`config.mk`:
```
export PLATFORM = sky130hd
export DESIGN_NAME = sp_serial_port
export DESIGN_NICKNAME = d
export VERILOG_FILES = /design/src/hw/sp_pkg.sv /design/src/hw/sp_baud_gen.sv /design/src/hw/sp_serial_port.sv
export VERILOG_INCLUDE_DIRS = /design/src /design/src/hw
export SDC_FILE = /design/constraint.sdc
export NUM_CORES = 1
export LEC_CHECK = 0
export ABC_AREA = 1
export ABC_CLOCK_PERIOD_IN_PS = 1460
export BUFFER_PORTS_ARGS = -buffer_cell sky130_fd_sc_hd__buf_2
export CAP_MARGIN = 20
export CORE_AREA = 3 3 117 119
export DETAILED_ROUTE_END_ITERATION = 12
export DIE_AREA = 0 0 120 122
export PLACE_DENSITY = 0.66
export SLEW_MARGIN = 20
export SYNTH_ARGS = -nofsm -noshare
export SYNTH_HDL_FRONTEND = slang
export SYNTH_SLANG_ARGS = --single-unit
```
`constraint.sdc`:
```
create_clock -name clk -period 1.46 [get_ports clk]
set_input_delay 0.292 -clock clk [delete_from_list [all_inputs] [get_ports clk]]
set_output_delay 0.292 -clock clk [all_outputs]
set_load 0.01 [all_outputs]
```
`src/hw/sp_consts.svh`:
```
// Purpose: Offsets, field positions, reset values and timing counts of the serial port
// Assumes: Register indices are multiplied by four to form Wishbone byte addresses
// Notes: Definitions only
`ifndef SP_CONSTS_SVH
`define SP_CONSTS_SVH

// ----------------------------------------
// Register indices (byte address = 4 * index)
// ----------------------------------------
`define SP_IDX_CONTROL 8'h98
`define SP_IDX_DATA 8'h99
`define SP_IDX_RELOAD_LOW 8'hAA
`define SP_IDX_RELOAD_HIGH 8'hBA
`define SP_IDX_BAUD_SOURCE 8'hD8
`define SP_IDX_POWER_CONTROL 8'hC7

// ----------------------------------------
// Field positions
// ----------------------------------------
`define SP_BIT_MODE_HI 7
`define SP_BIT_MODE_LO 6
`define SP_BIT_MULTIPROC 5
`define SP_BIT_RX_ENABLE 4
`define SP_BIT_TX_NINTH 3
`define SP_BIT_RX_NINTH 2
`define SP_BIT_TX_DONE 1
`define SP_BIT_RX_DONE 0
`define SP_BIT_BAUD_SOURCE 7
`define SP_BIT_RATE_DOUBLE 7

// ----------------------------------------
// Reset values
// ----------------------------------------
`define SP_RST_CONTROL 8'h00
`define SP_RST_DATA 8'h00
`define SP_RST_RELOAD_LOW 8'hD9
`define SP_RST_RELOAD_HIGH 2'h3
`define SP_RST_BAUD_SOURCE 1'h0
`define SP_RST_RATE_DOUBLE 1'h0

// ----------------------------------------
// Clock period in ns; shift counts in processor clock cycles; tick counts in tick16 pulses
// ----------------------------------------
`define SP_CLK_PERIOD_NS 10
`define SP_SHIFT_DIV 4'hC
`define SP_SHIFT_LAST 4'hB
`define SP_SHIFT_RISE 4'h6
`define SP_TICK_LAST 4'hF
`define SP_TICK_CENTRE 4'h7
`define SP_RELOAD_TOP 10'h3FF

`endif

```
`src/hw/sp_pkg.sv`:
```
// Purpose: Types shared by the serial port files
// Assumes: Constants come from sp_consts.svh
// Notes: Mode codes follow declaration order 00, 01, 10, 11
package sp_pkg;

   // Operating modes of the port
   typedef enum logic [1:0] {
      MODE_SHIFT,
      MODE_UART8,
      MODE_UART9_FIXED,
      MODE_UART9_VAR
   } sp_mode_t;

   // Transmitter states
   typedef enum logic [2:0] {
      TX_IDLE,
      TX_START,
      TX_BITS,
      TX_STOP,
      TX_SHIFT
   } sp_tx_state_t;

   // Receiver states
   typedef enum logic [2:0] {
      RX_IDLE,
      RX_START,
      RX_BITS,
      RX_STOP,
      RX_SHIFT
   } sp_rx_state_t;

endpackage

```
`src/hw/sp_baud_gen.sv`:
```
// Purpose: Bit-rate ticks for the serial port, all from the processor clock
// Assumes: timer1Overflow is a one-cycle pulse from logic on clk
// Notes: tick16 runs at sixteen times the bit rate; shift clock edges at clk / 12
`timescale 1ns/10ps
`include "sp_consts.svh"
module sp_baud_gen
   import sp_pkg::*;
(
   input wire logic clk,
   input wire logic resetn,
   input wire logic [1:0] modeSel,
   input wire logic rateDouble,
   input wire logic baudSourceSelect,
   input wire logic [9:0] baudReloadValue,
   input wire logic timer1Overflow,
   output logic tick16,
   output logic shiftFall,
   output logic shiftRise
);

   logic prePhase_reg, prePhase_next;
   logic [9:0] relCnt_reg, relCnt_next;
   logic halfPhase_reg, halfPhase_next;
   logic [3:0] shiftCnt_reg, shiftCnt_next;
   logic tick_reg, tick_next;
   logic fall_reg, fall_next;
   logic rise_reg, rise_next;
   logic relOvf;
   logic srcPulse;

   // ----------------------------------------
   // Dividers
   // ----------------------------------------

   // Prescale by two, reload counter, source select, final halving
   always_comb begin
      prePhase_next = ~prePhase_reg;
      relCnt_next = relCnt_reg;
      relOvf = 1'b0;
      if (prePhase_reg) begin
         if (relCnt_reg == `SP_RELOAD_TOP) begin
            relCnt_next = baudReloadValue;
            relOvf = 1'b1;
         end else begin
            relCnt_next = relCnt_reg + 10'h001;
         end
      end
      case (sp_mode_t'(modeSel))
         MODE_UART9_FIXED: srcPulse = prePhase_reg; // clk/64 or clk/32
         MODE_UART8, MODE_UART9_VAR: begin
            srcPulse = baudSourceSelect ? relOvf : timer1Overflow;
         end
         default: srcPulse = 1'b0;
      endcase
      halfPhase_next = srcPulse ? ~halfPhase_reg : halfPhase_reg;
      tick_next = srcPulse & (rateDouble | halfPhase_reg);
      shiftCnt_next = (shiftCnt_reg == `SP_SHIFT_LAST) ? 4'h0 : shiftCnt_reg + 4'h1;
      fall_next = (shiftCnt_reg == 4'h0);
      rise_next = (shiftCnt_reg == `SP_SHIFT_RISE);
   end

   // Register the dividers
   always_ff @(posedge clk or negedge resetn) begin
      if (!resetn) begin
         prePhase_reg <= 1'b0;
         relCnt_reg <= 10'h000;
         halfPhase_reg <= 1'b0;
         shiftCnt_reg <= 4'h0;
         tick_reg <= 1'b0;
         fall_reg <= 1'b0;
         rise_reg <= 1'b0;
      end else begin
         prePhase_reg <= prePhase_next;
         relCnt_reg <= relCnt_next;
         halfPhase_reg <= halfPhase_next;
         shiftCnt_reg <= shiftCnt_next;
         tick_reg <= tick_next;
         fall_reg <= fall_next;
         rise_reg <= rise_next;
      end
   end

   assign tick16 = tick_reg;
   assign shiftFall = fall_reg;
   assign shiftRise = rise_reg;

endmodule // sp_baud_gen

```
`src/hw/sp_serial_port.sv`:
```
// Purpose: Four-mode serial port with Wishbone classic register access
// Assumes: clk is the processor clock; rxdPin is asynchronous
// Notes: Registers sit at byte address 4 * index; unmapped reads return zero
//
// Chosen here: the Wishbone slave port.
`timescale 1ns/10ps
`include "sp_consts.svh"
module sp_serial_port
   import sp_pkg::*;
(
   input wire logic clk,
   input wire logic resetn,
   input wire logic wbCyc,
   input wire logic wbStb,
   input wire logic wbWe,
   input wire logic [9:0] wbAdr,
   input wire logic [3:0] wbSel,
   input wire logic [31:0] wbDatI,
   output logic [31:0] wbDatO,
   output logic wbAck,
   input wire logic timer1Overflow,
   input wire logic rxdPin,
   output logic rxdOut,
   output logic rxdOe,
   output logic txdOut
);

   // ----------------------------------------
   // Declarations
   // ----------------------------------------
   logic ack_reg, ack_next;
   logic [31:0] datO_reg, datO_next;
   logic [1:0] mode_reg, mode_next;
   logic multiproc_reg, multiproc_next;
   logic rxEnable_reg, rxEnable_next;
   logic txNinth_reg, txNinth_next;
   logic rxNinth_reg, rxNinth_next;
   logic txDone_reg, txDone_next;
   logic rxDone_reg, rxDone_next;
   logic [7:0] rxBuf_reg, rxBuf_next;
   logic [7:0] relLow_reg, relLow_next;
   logic [1:0] relHigh_reg, relHigh_next;
   logic baudSrc_reg, baudSrc_next;
   logic rateDouble_reg, rateDouble_next;
   logic sync1_reg, sync2_reg, sync3_reg, rxdIn_reg, rxdIn_next;
   sp_tx_state_t txState_reg, txState_next;
   logic [8:0] txShift_reg, txShift_next;
   logic [3:0] txBit_reg, txBit_next;
   logic [3:0] txTick_reg, txTick_next;
   logic shiftLow_reg, shiftLow_next;
   logic txd_reg, txd_next;
   logic rxdOut_reg, rxdOut_next;
   logic rxdOe_reg, rxdOe_next;
   sp_rx_state_t rxState_reg, rxState_next;
   logic [8:0] rxShift_reg, rxShift_next;
   logic [3:0] rxBit_reg, rxBit_next;
   logic [3:0] rxTick_reg, rxTick_next;
   logic busReq, busWrite;
   logic [7:0] regIdx;
   logic [7:0] wrByte;
   logic txStart, txDoneSet, rxDoneSet, rxLoad, rxNinthLoad;
   logic [7:0] rxLoadData;
   logic rxNinthVal;
   logic nineBit;
   logic tick16, shiftFall, shiftRise;

   assign regIdx = wbAdr[9:2];
   assign wrByte = wbDatI[7:0];
   assign busReq = wbCyc & wbStb & ~ack_reg;
   assign busWrite = busReq & wbWe & wbSel[0];
   assign txStart = busWrite && (regIdx == `SP_IDX_DATA);
   assign nineBit = mode_reg[1];

   // ----------------------------------------
   // Baud generator
   // ----------------------------------------
   sp_baud_gen u_baud (
      .clk(clk),
      .resetn(resetn),
      .modeSel(mode_reg),
      .rateDouble(rateDouble_reg),
      .baudSourceSelect(baudSrc_reg),
      .baudReloadValue({relHigh_reg, relLow_reg}),
      .timer1Overflow(timer1Overflow),
      .tick16(tick16),
      .shiftFall(shiftFall),
      .shiftRise(shiftRise)
   );

   // ----------------------------------------
   // Receive pin synchroniser
   // ----------------------------------------

   // Level accepted once second and third stages agree
   always_comb begin
      rxdIn_next = (sync2_reg == sync3_reg) ? sync3_reg : rxdIn_reg;
   end

   // Three stage pin capture
   always_ff @(posedge clk or negedge resetn) begin
      if (!resetn) begin
         sync1_reg <= 1'b1;
         sync2_reg <= 1'b1;
         sync3_reg <= 1'b1;
         rxdIn_reg <= 1'b1;
      end else begin
         sync1_reg <= rxdPin;
         sync2_reg <= sync1_reg;
         sync3_reg <= sync2_reg;
         rxdIn_reg <= rxdIn_next;
      end
   end

   // ----------------------------------------
   // Register file and Wishbone slave
   // ----------------------------------------

   // Decode, read mux and flag updates; hardware set beats software clear
   always_comb begin
      ack_next = busReq;
      datO_next = datO_reg;
      mode_next = mode_reg;
      multiproc_next = multiproc_reg;
      rxEnable_next = rxEnable_reg;
      txNinth_next = txNinth_reg;
      rxNinth_next = rxNinth_reg;
      txDone_next = txDone_reg;
      rxDone_next = rxDone_reg;
      relLow_next = relLow_reg;
      relHigh_next = relHigh_reg;
      baudSrc_next = baudSrc_reg;
      rateDouble_next = rateDouble_reg;
      if (busReq) begin
         case (regIdx)
            `SP_IDX_CONTROL: begin
               datO_next = {24'h000000, mode_reg, multiproc_reg, rxEnable_reg,
                            txNinth_reg, rxNinth_reg, txDone_reg, rxDone_reg};
            end
            `SP_IDX_DATA: datO_next = {24'h000000, rxBuf_reg};
            `SP_IDX_RELOAD_LOW: datO_next = {24'h000000, relLow_reg};
            `SP_IDX_RELOAD_HIGH: datO_next = {30'h00000000, relHigh_reg};
            `SP_IDX_BAUD_SOURCE: datO_next = {24'h000000, baudSrc_reg, 7'h00};
            `SP_IDX_POWER_CONTROL: datO_next = {24'h000000, rateDouble_reg, 7'h00};
            default: datO_next = 32'h00000000;
         endcase
      end
      if (busWrite) begin
         case (regIdx)
            `SP_IDX_CONTROL: begin
               mode_next = {wrByte[`SP_BIT_MODE_HI], wrByte[`SP_BIT_MODE_LO]};
               multiproc_next = wrByte[`SP_BIT_MULTIPROC];
               rxEnable_next = wrByte[`SP_BIT_RX_ENABLE];
               txNinth_next = wrByte[`SP_BIT_TX_NINTH];
               rxNinth_next = wrByte[`SP_BIT_RX_NINTH];
               txDone_next = wrByte[`SP_BIT_TX_DONE];
               rxDone_next = wrByte[`SP_BIT_RX_DONE];
            end
            `SP_IDX_RELOAD_LOW: relLow_next = wrByte;
            `SP_IDX_RELOAD_HIGH: relHigh_next = wrByte[1:0];
            `SP_IDX_BAUD_SOURCE: baudSrc_next = wrByte[`SP_BIT_BAUD_SOURCE];
            `SP_IDX_POWER_CONTROL: rateDouble_next = wrByte[`SP_BIT_RATE_DOUBLE];
            default: ;
         endcase
      end
      if (txDoneSet) txDone_next = 1'b1;
      if (rxDoneSet) rxDone_next = 1'b1;
      if (rxNinthLoad) rxNinth_next = rxNinthVal;
      rxBuf_next = rxLoad ? rxLoadData : rxBuf_reg;
   end

   // Register file storage
   always_ff @(posedge clk or negedge resetn) begin
      if (!resetn) begin
         ack_reg <= 1'b0;
         datO_reg <= 32'h00000000;
         mode_reg <= 2'(`SP_RST_CONTROL >> `SP_BIT_MODE_LO);
         multiproc_reg <= 1'b0;
         rxEnable_reg <= 1'b0;
         txNinth_reg <= 1'b0;
         rxNinth_reg <= 1'b0;
         txDone_reg <= 1'b0;
         rxDone_reg <= 1'b0;
         rxBuf_reg <= `SP_RST_DATA;
         relLow_reg <= `SP_RST_RELOAD_LOW;
         relHigh_reg <= `SP_RST_RELOAD_HIGH;
         baudSrc_reg <= `SP_RST_BAUD_SOURCE;
         rateDouble_reg <= `SP_RST_RATE_DOUBLE;
      end else begin
         ack_reg <= ack_next;
         datO_reg <= datO_next;
         mode_reg <= mode_next;
         multiproc_reg <= multiproc_next;
         rxEnable_reg <= rxEnable_next;
         txNinth_reg <= txNinth_next;
         rxNinth_reg <= rxNinth_next;
         txDone_reg <= txDone_next;
         rxDone_reg <= rxDone_next;
         rxBuf_reg <= rxBuf_next;
         relLow_reg <= relLow_next;
         relHigh_reg <= relHigh_next;
         baudSrc_reg <= baudSrc_next;
         rateDouble_reg <= rateDouble_next;
      end
   end

   // ----------------------------------------
   // Transmitter and shift clock
   // ----------------------------------------

   // Frame sequencing, shift clock and pin levels
   always_comb begin
      txState_next = txState_reg;
      txShift_next = txShift_reg;
      txBit_next = txBit_reg;
      txTick_next = txTick_reg;
      txDoneSet = 1'b0;
      rxdOut_next = rxdOut_reg;
      shiftLow_next = shiftLow_reg;
      case (txState_reg)
         TX_START, TX_BITS, TX_STOP: begin
            if (tick16) begin
               txTick_next = txTick_reg + 4'h1;
               if (txTick_reg == `SP_TICK_LAST) begin
                  case (txState_reg)
                     TX_START: begin
                        txState_next = TX_BITS;
                        txBit_next = 4'h0;
                     end
                     TX_BITS: begin
                        txShift_next = {1'b1, txShift_reg[8:1]};
                        txBit_next = txBit_reg + 4'h1;
                        if (txBit_reg == (nineBit ? 4'h8 : 4'h7)) begin
                           txState_next = TX_STOP;
                           txDoneSet = 1'b1;
                        end
                     end
                     default: txState_next = TX_IDLE;
                  endcase
               end
            end
         end
         TX_SHIFT: begin
            if (shiftFall) begin
               if (txBit_reg == 4'h8) begin
                  txState_next = TX_IDLE;
                  txDoneSet = 1'b1;
               end else begin
                  rxdOut_next = txShift_reg[0];
               end
            end else if (shiftRise && shiftLow_reg) begin
               txShift_next = {1'b1, txShift_reg[8:1]};
               txBit_next = txBit_reg + 4'h1;
            end
         end
         default: ;
      endcase
      if (txStart) begin
         txShift_next = {txNinth_reg, wrByte};
         txBit_next = 4'h0;
         txTick_next = 4'h0;
         txState_next = (mode_reg == MODE_SHIFT) ? TX_SHIFT : TX_START;
      end
      // Shift clock low phase, shared by both mode 0 directions
      if (shiftFall && ((txState_reg == TX_SHIFT && txBit_reg != 4'h8) ||
                        (rxState_reg == RX_SHIFT && rxBit_reg != 4'h8))) begin
         shiftLow_next = 1'b1;
      end else if (shiftRise) begin
         shiftLow_next = 1'b0;
      end
      rxdOe_next = (txState_next == TX_SHIFT);
      if (mode_reg == MODE_SHIFT) begin
         txd_next = ~shiftLow_next;
      end else begin
         case (txState_next)
            TX_START: txd_next = 1'b0;
            TX_BITS: txd_next = txShift_next[0];
            default: txd_next = 1'b1;
         endcase
      end
   end

   // Transmitter storage
   always_ff @(posedge clk or negedge resetn) begin
      if (!resetn) begin
         txState_reg <= TX_IDLE;
         txShift_reg <= 9'h1FF;
         txBit_reg <= 4'h0;
         txTick_reg <= 4'h0;
         shiftLow_reg <= 1'b0;
         txd_reg <= 1'b1;
         rxdOut_reg <= 1'b1;
         rxdOe_reg <= 1'b0;
      end else begin
         txState_reg <= txState_next;
         txShift_reg <= txShift_next;
         txBit_reg <= txBit_next;
         txTick_reg <= txTick_next;
         shiftLow_reg <= shiftLow_next;
         txd_reg <= txd_next;
         rxdOut_reg <= rxdOut_next;
         rxdOe_reg <= rxdOe_next;
      end
   end

   // ----------------------------------------
   // Receiver
   // ----------------------------------------

   // Start detection, centre sampling and completion
   always_comb begin
      rxState_next = rxState_reg;
      rxShift_next = rxShift_reg;
      rxBit_next = rxBit_reg;
      rxTick_next = rxTick_reg;
      rxDoneSet = 1'b0;
      rxLoad = 1'b0;
      rxNinthLoad = 1'b0;
      rxNinthVal = rxShift_reg[8];
      rxLoadData = rxShift_reg[7:0];
      case (rxState_reg)
         RX_IDLE: begin
            if (rxEnable_reg && mode_reg != MODE_SHIFT && !rxdIn_reg) begin
               rxState_next = RX_START;
               rxTick_next = 4'h0;
            end else if (rxEnable_reg && mode_reg == MODE_SHIFT && !rxDone_reg &&
                         txState_reg == TX_IDLE) begin
               rxState_next = RX_SHIFT;
               rxBit_next = 4'h0;
            end
         end
         RX_START, RX_BITS, RX_STOP: begin
            if (tick16) begin
               rxTick_next = rxTick_reg + 4'h1;
               if (rxState_reg == RX_START && rxTick_reg == `SP_TICK_CENTRE) begin
                  rxTick_next = 4'h0;
                  rxBit_next = 4'h0;
                  rxState_next = rxdIn_reg ? RX_IDLE : RX_BITS;
               end else if (rxState_reg == RX_BITS && rxTick_reg == `SP_TICK_LAST) begin
                  rxShift_next = {rxdIn_reg, rxShift_reg[8:1]};
                  rxBit_next = rxBit_reg + 4'h1;
                  if (rxBit_reg == (nineBit ? 4'h8 : 4'h7)) rxState_next = RX_STOP;
               end else if (rxState_reg == RX_STOP && rxTick_reg == `SP_TICK_LAST) begin
                  rxState_next = RX_IDLE;
                  if (!rxDone_reg && (!multiproc_reg || !nineBit || rxShift_reg[8])) begin
                     rxDoneSet = 1'b1;
                     rxLoad = 1'b1;
                     rxLoadData = nineBit ? rxShift_reg[7:0] : rxShift_reg[8:1];
                     rxNinthLoad = nineBit;
                  end
               end
            end
         end
         RX_SHIFT: begin
            if (shiftFall && rxBit_reg == 4'h8) begin
               rxState_next = RX_IDLE;
               rxDoneSet = 1'b1;
               rxLoad = 1'b1;
               rxLoadData = rxShift_reg[8:1];
            end else if (shiftRise && shiftLow_reg) begin
               rxShift_next = {rxdIn_reg, rxShift_reg[8:1]};
               rxBit_next = rxBit_reg + 4'h1;
            end
         end
         default: rxState_next = RX_IDLE;
      endcase
      if (!rxEnable_reg) rxState_next = RX_IDLE;
   end

   // Receiver storage
   always_ff @(posedge clk or negedge resetn) begin
      if (!resetn) begin
         rxState_reg <= RX_IDLE;
         rxShift_reg <= 9'h000;
         rxBit_reg <= 4'h0;
         rxTick_reg <= 4'h0;
      end else begin
         rxState_reg <= rxState_next;
         rxShift_reg <= rxShift_next;
         rxBit_reg <= rxBit_next;
         rxTick_reg <= rxTick_next;
      end
   end

   assign wbAck = ack_reg;
   assign wbDatO = datO_reg;
   assign txdOut = txd_reg;
   assign rxdOut = rxdOut_reg;
   assign rxdOe = rxdOe_reg;

endmodule // sp_serial_port

```
After elaboration in Yosys (flattened, before gate mapping)
Index checks and enable logic that the tools add are counted.
- add/subtract/negate cells: 6
- multipliers: 0
- div/mod/pow operators: 0
- $lt $le $gt $ge: 0
- eq/ne operators: 53
- shift-type cells: 0
- multiplexer cells: 104
- bitwise gates (word level): 11
- reductions and logical operators: 58
- operator list (operator ; count):
    2-to-1 mux 9 bit ; 11
    2-to-1 mux 4 bit ; 20
    2-to-1 mux 8 bit ; 7
    equality test 8 bit (second input constant) ; 6
    2-to-1 mux 3 bit ; 16
    one-hot mux 8 bit (6 select lines) ; 1
    one-hot mux 9 bit (2 select lines) ; 2
    2-to-1 mux 1 bit ; 33
    one-hot mux 4 bit (2 select lines) ; 3
    nonzero test 2 bit ; 11
    adder 4 x 1 -> 4 bit (second input constant) ; 5
    equality test 4 bit (second input constant) ; 5
    AND reduction 2 bit ; 9
    AND reduction 6 bit ; 3
    inequality test 4 bit (second input constant) ; 4
    one-hot mux 8 bit (2 select lines) ; 1
    equality test 3 x 2 -> 1 bit (second input constant) ; 5
    logical AND 1 bit ; 15
    inequality test 2 bit (second input constant) ; 6
    inequality test 3 x 2 -> 1 bit (second input constant) ; 4
    inequality test 3 bit (second input constant) ; 4
    one-hot mux 3 bit (2 select lines) ; 2
    one-hot mux 4 bit (3 select lines) ; 1
    adder 10 x 1 -> 10 bit (second input constant) ; 1
    28 further kinds ; 57
- register bits after elaboration: 128
- latch bits: 0
- RAM bits: 0
- ROM bits: 0
- output and inout bits: 36
- memories: 0

Logic depth before layout (Yosys ltp)
- word-level depth: 12
- depth in mapped cells: 12
- gate-level depth less buffers: 12

By module
From an unflattened synthesis, not the netlist that was laid out.
- cells, all modules: 727
- area, all modules: 5713.0 µm²
- modules (own cells, without submodules) (module ; times used ; cells each ; area each (µm²)):
    sp_serial_port ; 1 ; 592 ; 4660.7
    sp_baud_gen ; 1 ; 135 ; 1052.3

Worst setup path before layout
Ideal clock, no wire load.
- kind: reg2reg
- from: reg rxBit_reg[0]
- to: reg rxBuf_reg[1]
- library setup time: 0.120 ns
- arrival time: 1.386 ns
- setup slack: -0.046 ns
- cell stages (with the launch flop): 11
- path buffers: 1
- cell sequence: dfrtp_1 -> inv_1 -> ha_1 -> nand3_1 -> nor2_1 -> inv_2 -> nand2_4 -> buf_6 -> o211ai_1 -> o21ai_0 -> inv_1
- longest elaborated chain between the ends: 4
- elaborated cells between the ends (all ways): 6
- those cells by class: 1 x eq/ne; 4 x mux; 1 x reduce/logical
- RTL lines (element ; RTL line ; RTL):
    from (decl) ; sp_serial_port.sv:56 ; logic [3:0] rxBit_reg, rxBit_next;
    from (signal assigned) ; sp_serial_port.sv:379 ; rxBit_reg <= rxBit_next;
    equality test 4 bit (*) ; sp_serial_port.sv:354 ; if (shiftFall && rxBit_reg == 4'h8) begin
    logical AND 1 bit (*) ; sp_serial_port.sv:354 ;
    2-to-1 mux 8 bit or 2-to-1 mux 1 bit (tied branches) ; sp_serial_port.sv:354 ;
    one-hot mux 8 bit (2 select lines) or one-hot mux 1 bit (2 select lines) (tied branches) ; sp_serial_port.sv:320 ; case (rxState_reg)
    to (signal assigned) ; sp_serial_port.sv:183 ; rxBuf_reg <= `SP_RST_DATA;
    to (signal assigned) ; sp_serial_port.sv:198 ; rxBuf_reg <= rxBuf_next;
    to (decl) ; sp_serial_port.sv:40 ; logic [7:0] rxBuf_reg, rxBuf_next;
Mark *: on every way between the ends. The rest lies on a longest branch, timed or not.
A chain may end at the register's enable or synchronous reset.

Final worst setup path
- from: reg rxTick_reg[1]
- to: reg rxBuf_reg[6]
- longest elaborated chain between the ends: 7
- elaborated cells between the ends (all ways): 15
- those cells by class: 2 x eq/ne; 10 x mux; 3 x reduce/logical
- RTL lines (element ; RTL line ; RTL):
    from (decl) ; sp_serial_port.sv:57 ; logic [3:0] rxTick_reg, rxTick_next;
    from (signal assigned) ; sp_serial_port.sv:380 ; rxTick_reg <= rxTick_next;
    equality test 4 bit (no line) ; n/a ;
    logical AND 1 bit (no line) ; n/a ;
    2-to-1 mux 8 bit or 2-to-1 mux 1 bit (tied branches) ; sp_serial_port.sv:342 ; end else if (rxState_reg == RX_STOP && rxTick_reg == `SP_TICK_LAST) begin
    2-to-1 mux 8 bit or 2-to-1 mux 1 bit (tied branches) ; sp_serial_port.sv:338 ; end else if (rxState_reg == RX_BITS && rxTick_reg == `SP_TICK_LAST) begin
    2-to-1 mux 8 bit or 2-to-1 mux 1 bit (tied branches) ; sp_serial_port.sv:334 ; if (rxState_reg == RX_START && rxTick_reg == `SP_TICK_CENTRE) begin
    2-to-1 mux 8 bit or 2-to-1 mux 1 bit (tied branches) ; sp_serial_port.sv:332 ; if (tick16) begin
    one-hot mux 8 bit (2 select lines) or one-hot mux 1 bit (2 select lines) (tied branches) ; sp_serial_port.sv:320 ;
Several ways; a longest one is shown, not always the timed one.

==> flow_metrics.env <==
export IMPL_synth_most_common_cell="nand2_1"
export IMPL_drv_slew=0
export IMPL_r2r_slack_ns=-0.16
export IMPL_largest_reg_flops=10
export IMPL_synth_top_area_share_pct=36.3
export IMPL_failed_checks="negative setup slack"
export IMPL_preCtsSetupSlack_ns=-0.161
export IMPL_min_path_cells=1
export IMPL_drt_iter0_markers=347
export IMPL_routed_via_density=4.99
export IMPL_reg2reg_from="rxTick_reg[1]$_DFFE_PN0P_"
export IMPL_power_leakage_nw=3.59
export IMPL_cpMostUsedCell="nand2_4"
export IMPL_powerDensity_nw_per_um2=731
export IMPL_wl_mm=14.2
export IMPL_hpwl_mm=10.0
export IMPL_crit_arrival_ns=1.87
export IMPL_insertion_delay_ns=0.36
export IMPL_insertedDiodeCount=0
export IMPL_grt_pass1_wl_mm=22.7
export IMPL_path_buf_inv=2
export IMPL_drc=0
export IMPL_finClkSkew_ns=0.00995
export IMPL_crit_path_end_kind="flip-flop"
export IMPL_status="finished with violations"
export IMPL_grt_max_degree=59
export IMPL_rows=41
export IMPL_core_um2=12700
export IMPL_io_pins=89
export IMPL_post_drt_wl_per_cell_um=14.0
export IMPL_cp_required_ns=1.71
export IMPL_dieArea_um2=14600
export IMPL_start_util_pct=44.6
export IMPL_nFillCells=1099
export IMPL_synthCells=691
export IMPL_cts_sinks=104
export IMPL_r2r_cells=12
export IMPL_grt_pass1_vias=4819
export IMPL_htree_levels=3
export IMPL_final_util_pct=59.8
export IMPL_synth_ff_type="dfrtp_1"
export IMPL_cpPeakStageDelay_ns=0.37
export IMPL_path_cells="ha_2 -> nand2_2 -> inv_2 -> nand2_4 -> nor2_4 -> nand3_4 -> nand2_4 -> nand2_4 -> nand2_2 -> o21ai_1 -> o21bai_1 -> inv_1"
export IMPL_min_to="sync1_reg$_DFF_PN1_"
export IMPL_ant_nets=0
export IMPL_setup_violations=41
export IMPL_synthTopCellsByArea="dfrtp_1 36%, dfstp_2 10%, nand2_1 9.0%"
export IMPL_synth_warnings=0
export IMPL_overflow=0
export IMPL_min_period_ns=1.62
export IMPL_die_x_um=120
export IMPL_hold_viol=0
export IMPL_critPathSlowestCell="dfrtp_1"
export IMPL_fin_nets=897
export IMPL_ir_drop_uv=763
export IMPL_globalplace_congestion=0.896
export IMPL_synth_edf_count=0
export IMPL_globalRouteTotalUtil_pct=19.5
export IMPL_yosysTopAreaCell="dfrtp_1"
export IMPL_cp_start_kind="flip-flop"
export IMPL_fin_crit_sh_pct=111
export IMPL_rsz0062_at_grt="true"
export IMPL_synth_seq_cells=104
export IMPL_avgSynthCellArea_um2=8.18
export IMPL_vias=5048
export IMPL_fmax_ghz=0.618
export IMPL_ys_seq_area_share_pct=46.5
export IMPL_root_buffer="clkbuf_16"
export IMPL_drt_pass1_iter_count=5
export IMPL_yosysUniqueCellTypes=45
export IMPL_syn_cell_area_um2=5650
export IMPL_io_buffers=35
export IMPL_reg2reg_to="rxBuf_reg[6]$_DFFE_PN0P_"
export IMPL_tns_ns=-3.30
export IMPL_drive_gt1_share_pct=39.3
export IMPL_critical_path_top_delay_family="simple AND/OR/NAND/NOR gates"
export IMPL_clk_path_buf_depth=2
export IMPL_cts_clk_slew_worst_paths_ns=0.07
export IMPL_antenna_found_initial=0
export IMPL_cts_tree="yes"
export IMPL_dp_cells=968
export IMPL_final_cell_count_no_fill=1011
export IMPL_setup_ws_ns=-0.158
export IMPL_hp_class="in -> reg"
export IMPL_maxCapViolCount=0
export IMPL_die_y_um=122
export IMPL_synthArstFlopShare_pct=100
export IMPL_cts_buffers_inserted=9
export IMPL_area_growth_pct=33.9
export IMPL_crit_type="reg -> reg"
export IMPL_path_max_fanout=5
export IMPL_synthTopCellsByCount="135 x nand2_1, 97 x inv_1, 82 x dfrtp_1"
export IMPL_hp_start="rxdPin"
[how the worst max path moves through the flow]
| stage | cells after the start | end | from | slack (ns) |
|---|---|---|---|---|
| detailed placement | 12 | txdOut$_DFF_PN1_ | wbAdr[4] | -0.16 |
| CTS | 12 | rxBuf_reg[6]$_DFFE_PN0P_ | rxTick_reg[0]$_DFFE_PN0P_ | -0.13 |
| floorplan | 11 | rxShift_reg[8]$_DFFE_PN0P_ | rxTick_reg[1]$_DFFE_PN0P_ | -0.03 |
| global placement | 12 | txdOut$_DFF_PN1_ | wbAdr[4] | -0.14 |
| finish | 12 | rxBuf_reg[6]$_DFFE_PN0P_ | rxTick_reg[1]$_DFFE_PN0P_ | -0.16 |
| global route | 11 | rxBuf_reg[0]$_DFFE_PN0P_ | rxTick_reg[1]$_DFFE_PN0P_ | -0.30 |
[power by group]
part	leakage (nW)	switching (mW)	internal [mW]
Clock	0.132	1.06	1.20
Combinational	2.14	0.207	0.120
Sequential	1.31	0.0241	2.92
[area by class of cell]
type | instances | area [um2] | area share, %
clock inverter | 4 | 22.5 | 0.297
multi-input combinational | 473 | 2930 | 38.6
inverter | 104 | 405 | 5.35
tap | 172 | 215 | 2.84
timing repair buffer | 142 | 1120 | 14.9
sequential | 104 | 2630 | 34.8
clock buffer | 12 | 246 | 3.26
[cell usage in the layout, fill, tap and decap left out, types with 22 or more instances in the layout]
| cell type | n |
|---|---|
| nand3_1 | 37 |
| o21ai_1 | 25 |
| nand2_2 | 28 |
| conb_1 | 24 |
| o21ai_0 | 32 |
| a21oi_1 | 23 |
| buf_4 | 81 |
| nand2_1 | 106 |
| buf_2 | 34 |
| nor2_1 | 46 |
| dfstp_2 | 22 |
| inv_1 | 86 |
| dfrtp_1 | 81 |
[cell families (layout without fill, tap and decap cells)]
logic type                 after synthesis  count (layout)  share of synthesized area, %
xor gates and xnor gates                 8               8                          1.24
muxes                                    2               2                         0.398
buffers and inverters                  138             262                          11.3
AOI/OAI and AO/OA                      133             133                          13.8
adders and majority gates               11              11                          2.39
other                                    1              24                        0.0663
DFF                                    104             104                          46.5
and+or+nand+nor                        294             295                          24.3
[metrics by stage]
step,hold WS [ns],cell area (um2),power [mW]
3_5_place_dp,0.172,6570,3.30
6_report,0.0364,7570,5.53
4_1_cts,0.0217,7130,5.57
5_1_grt,0.0156,7570,5.77
2_1_floorplan,-0.00359,5770,3.16
3_3_place_gp,0.173,6570,3.29
[metal layers]
metal,vias to the layer above,global-route usage (%),wire length [um],share of wire (%)
li1,2490,-,-,-
met1,2441,25.2,6390,45
met2,103,32.6,7030,50
met3,14,5.39,594,4.2
met4,0,5.01,180,1.3
met5,-,0,0,0
[repair_timing]
action	4_1_cts	5_1_grt
buffers inserted	11	12
gates resized for setup	69	90
gates cloned	0	4
pin swaps	21	38
hold buffers	1	0
hold endpoints to repair	5	0
setup endpoints to repair	55	65
No activity file was read; power rests on OpenSTA's default activity.
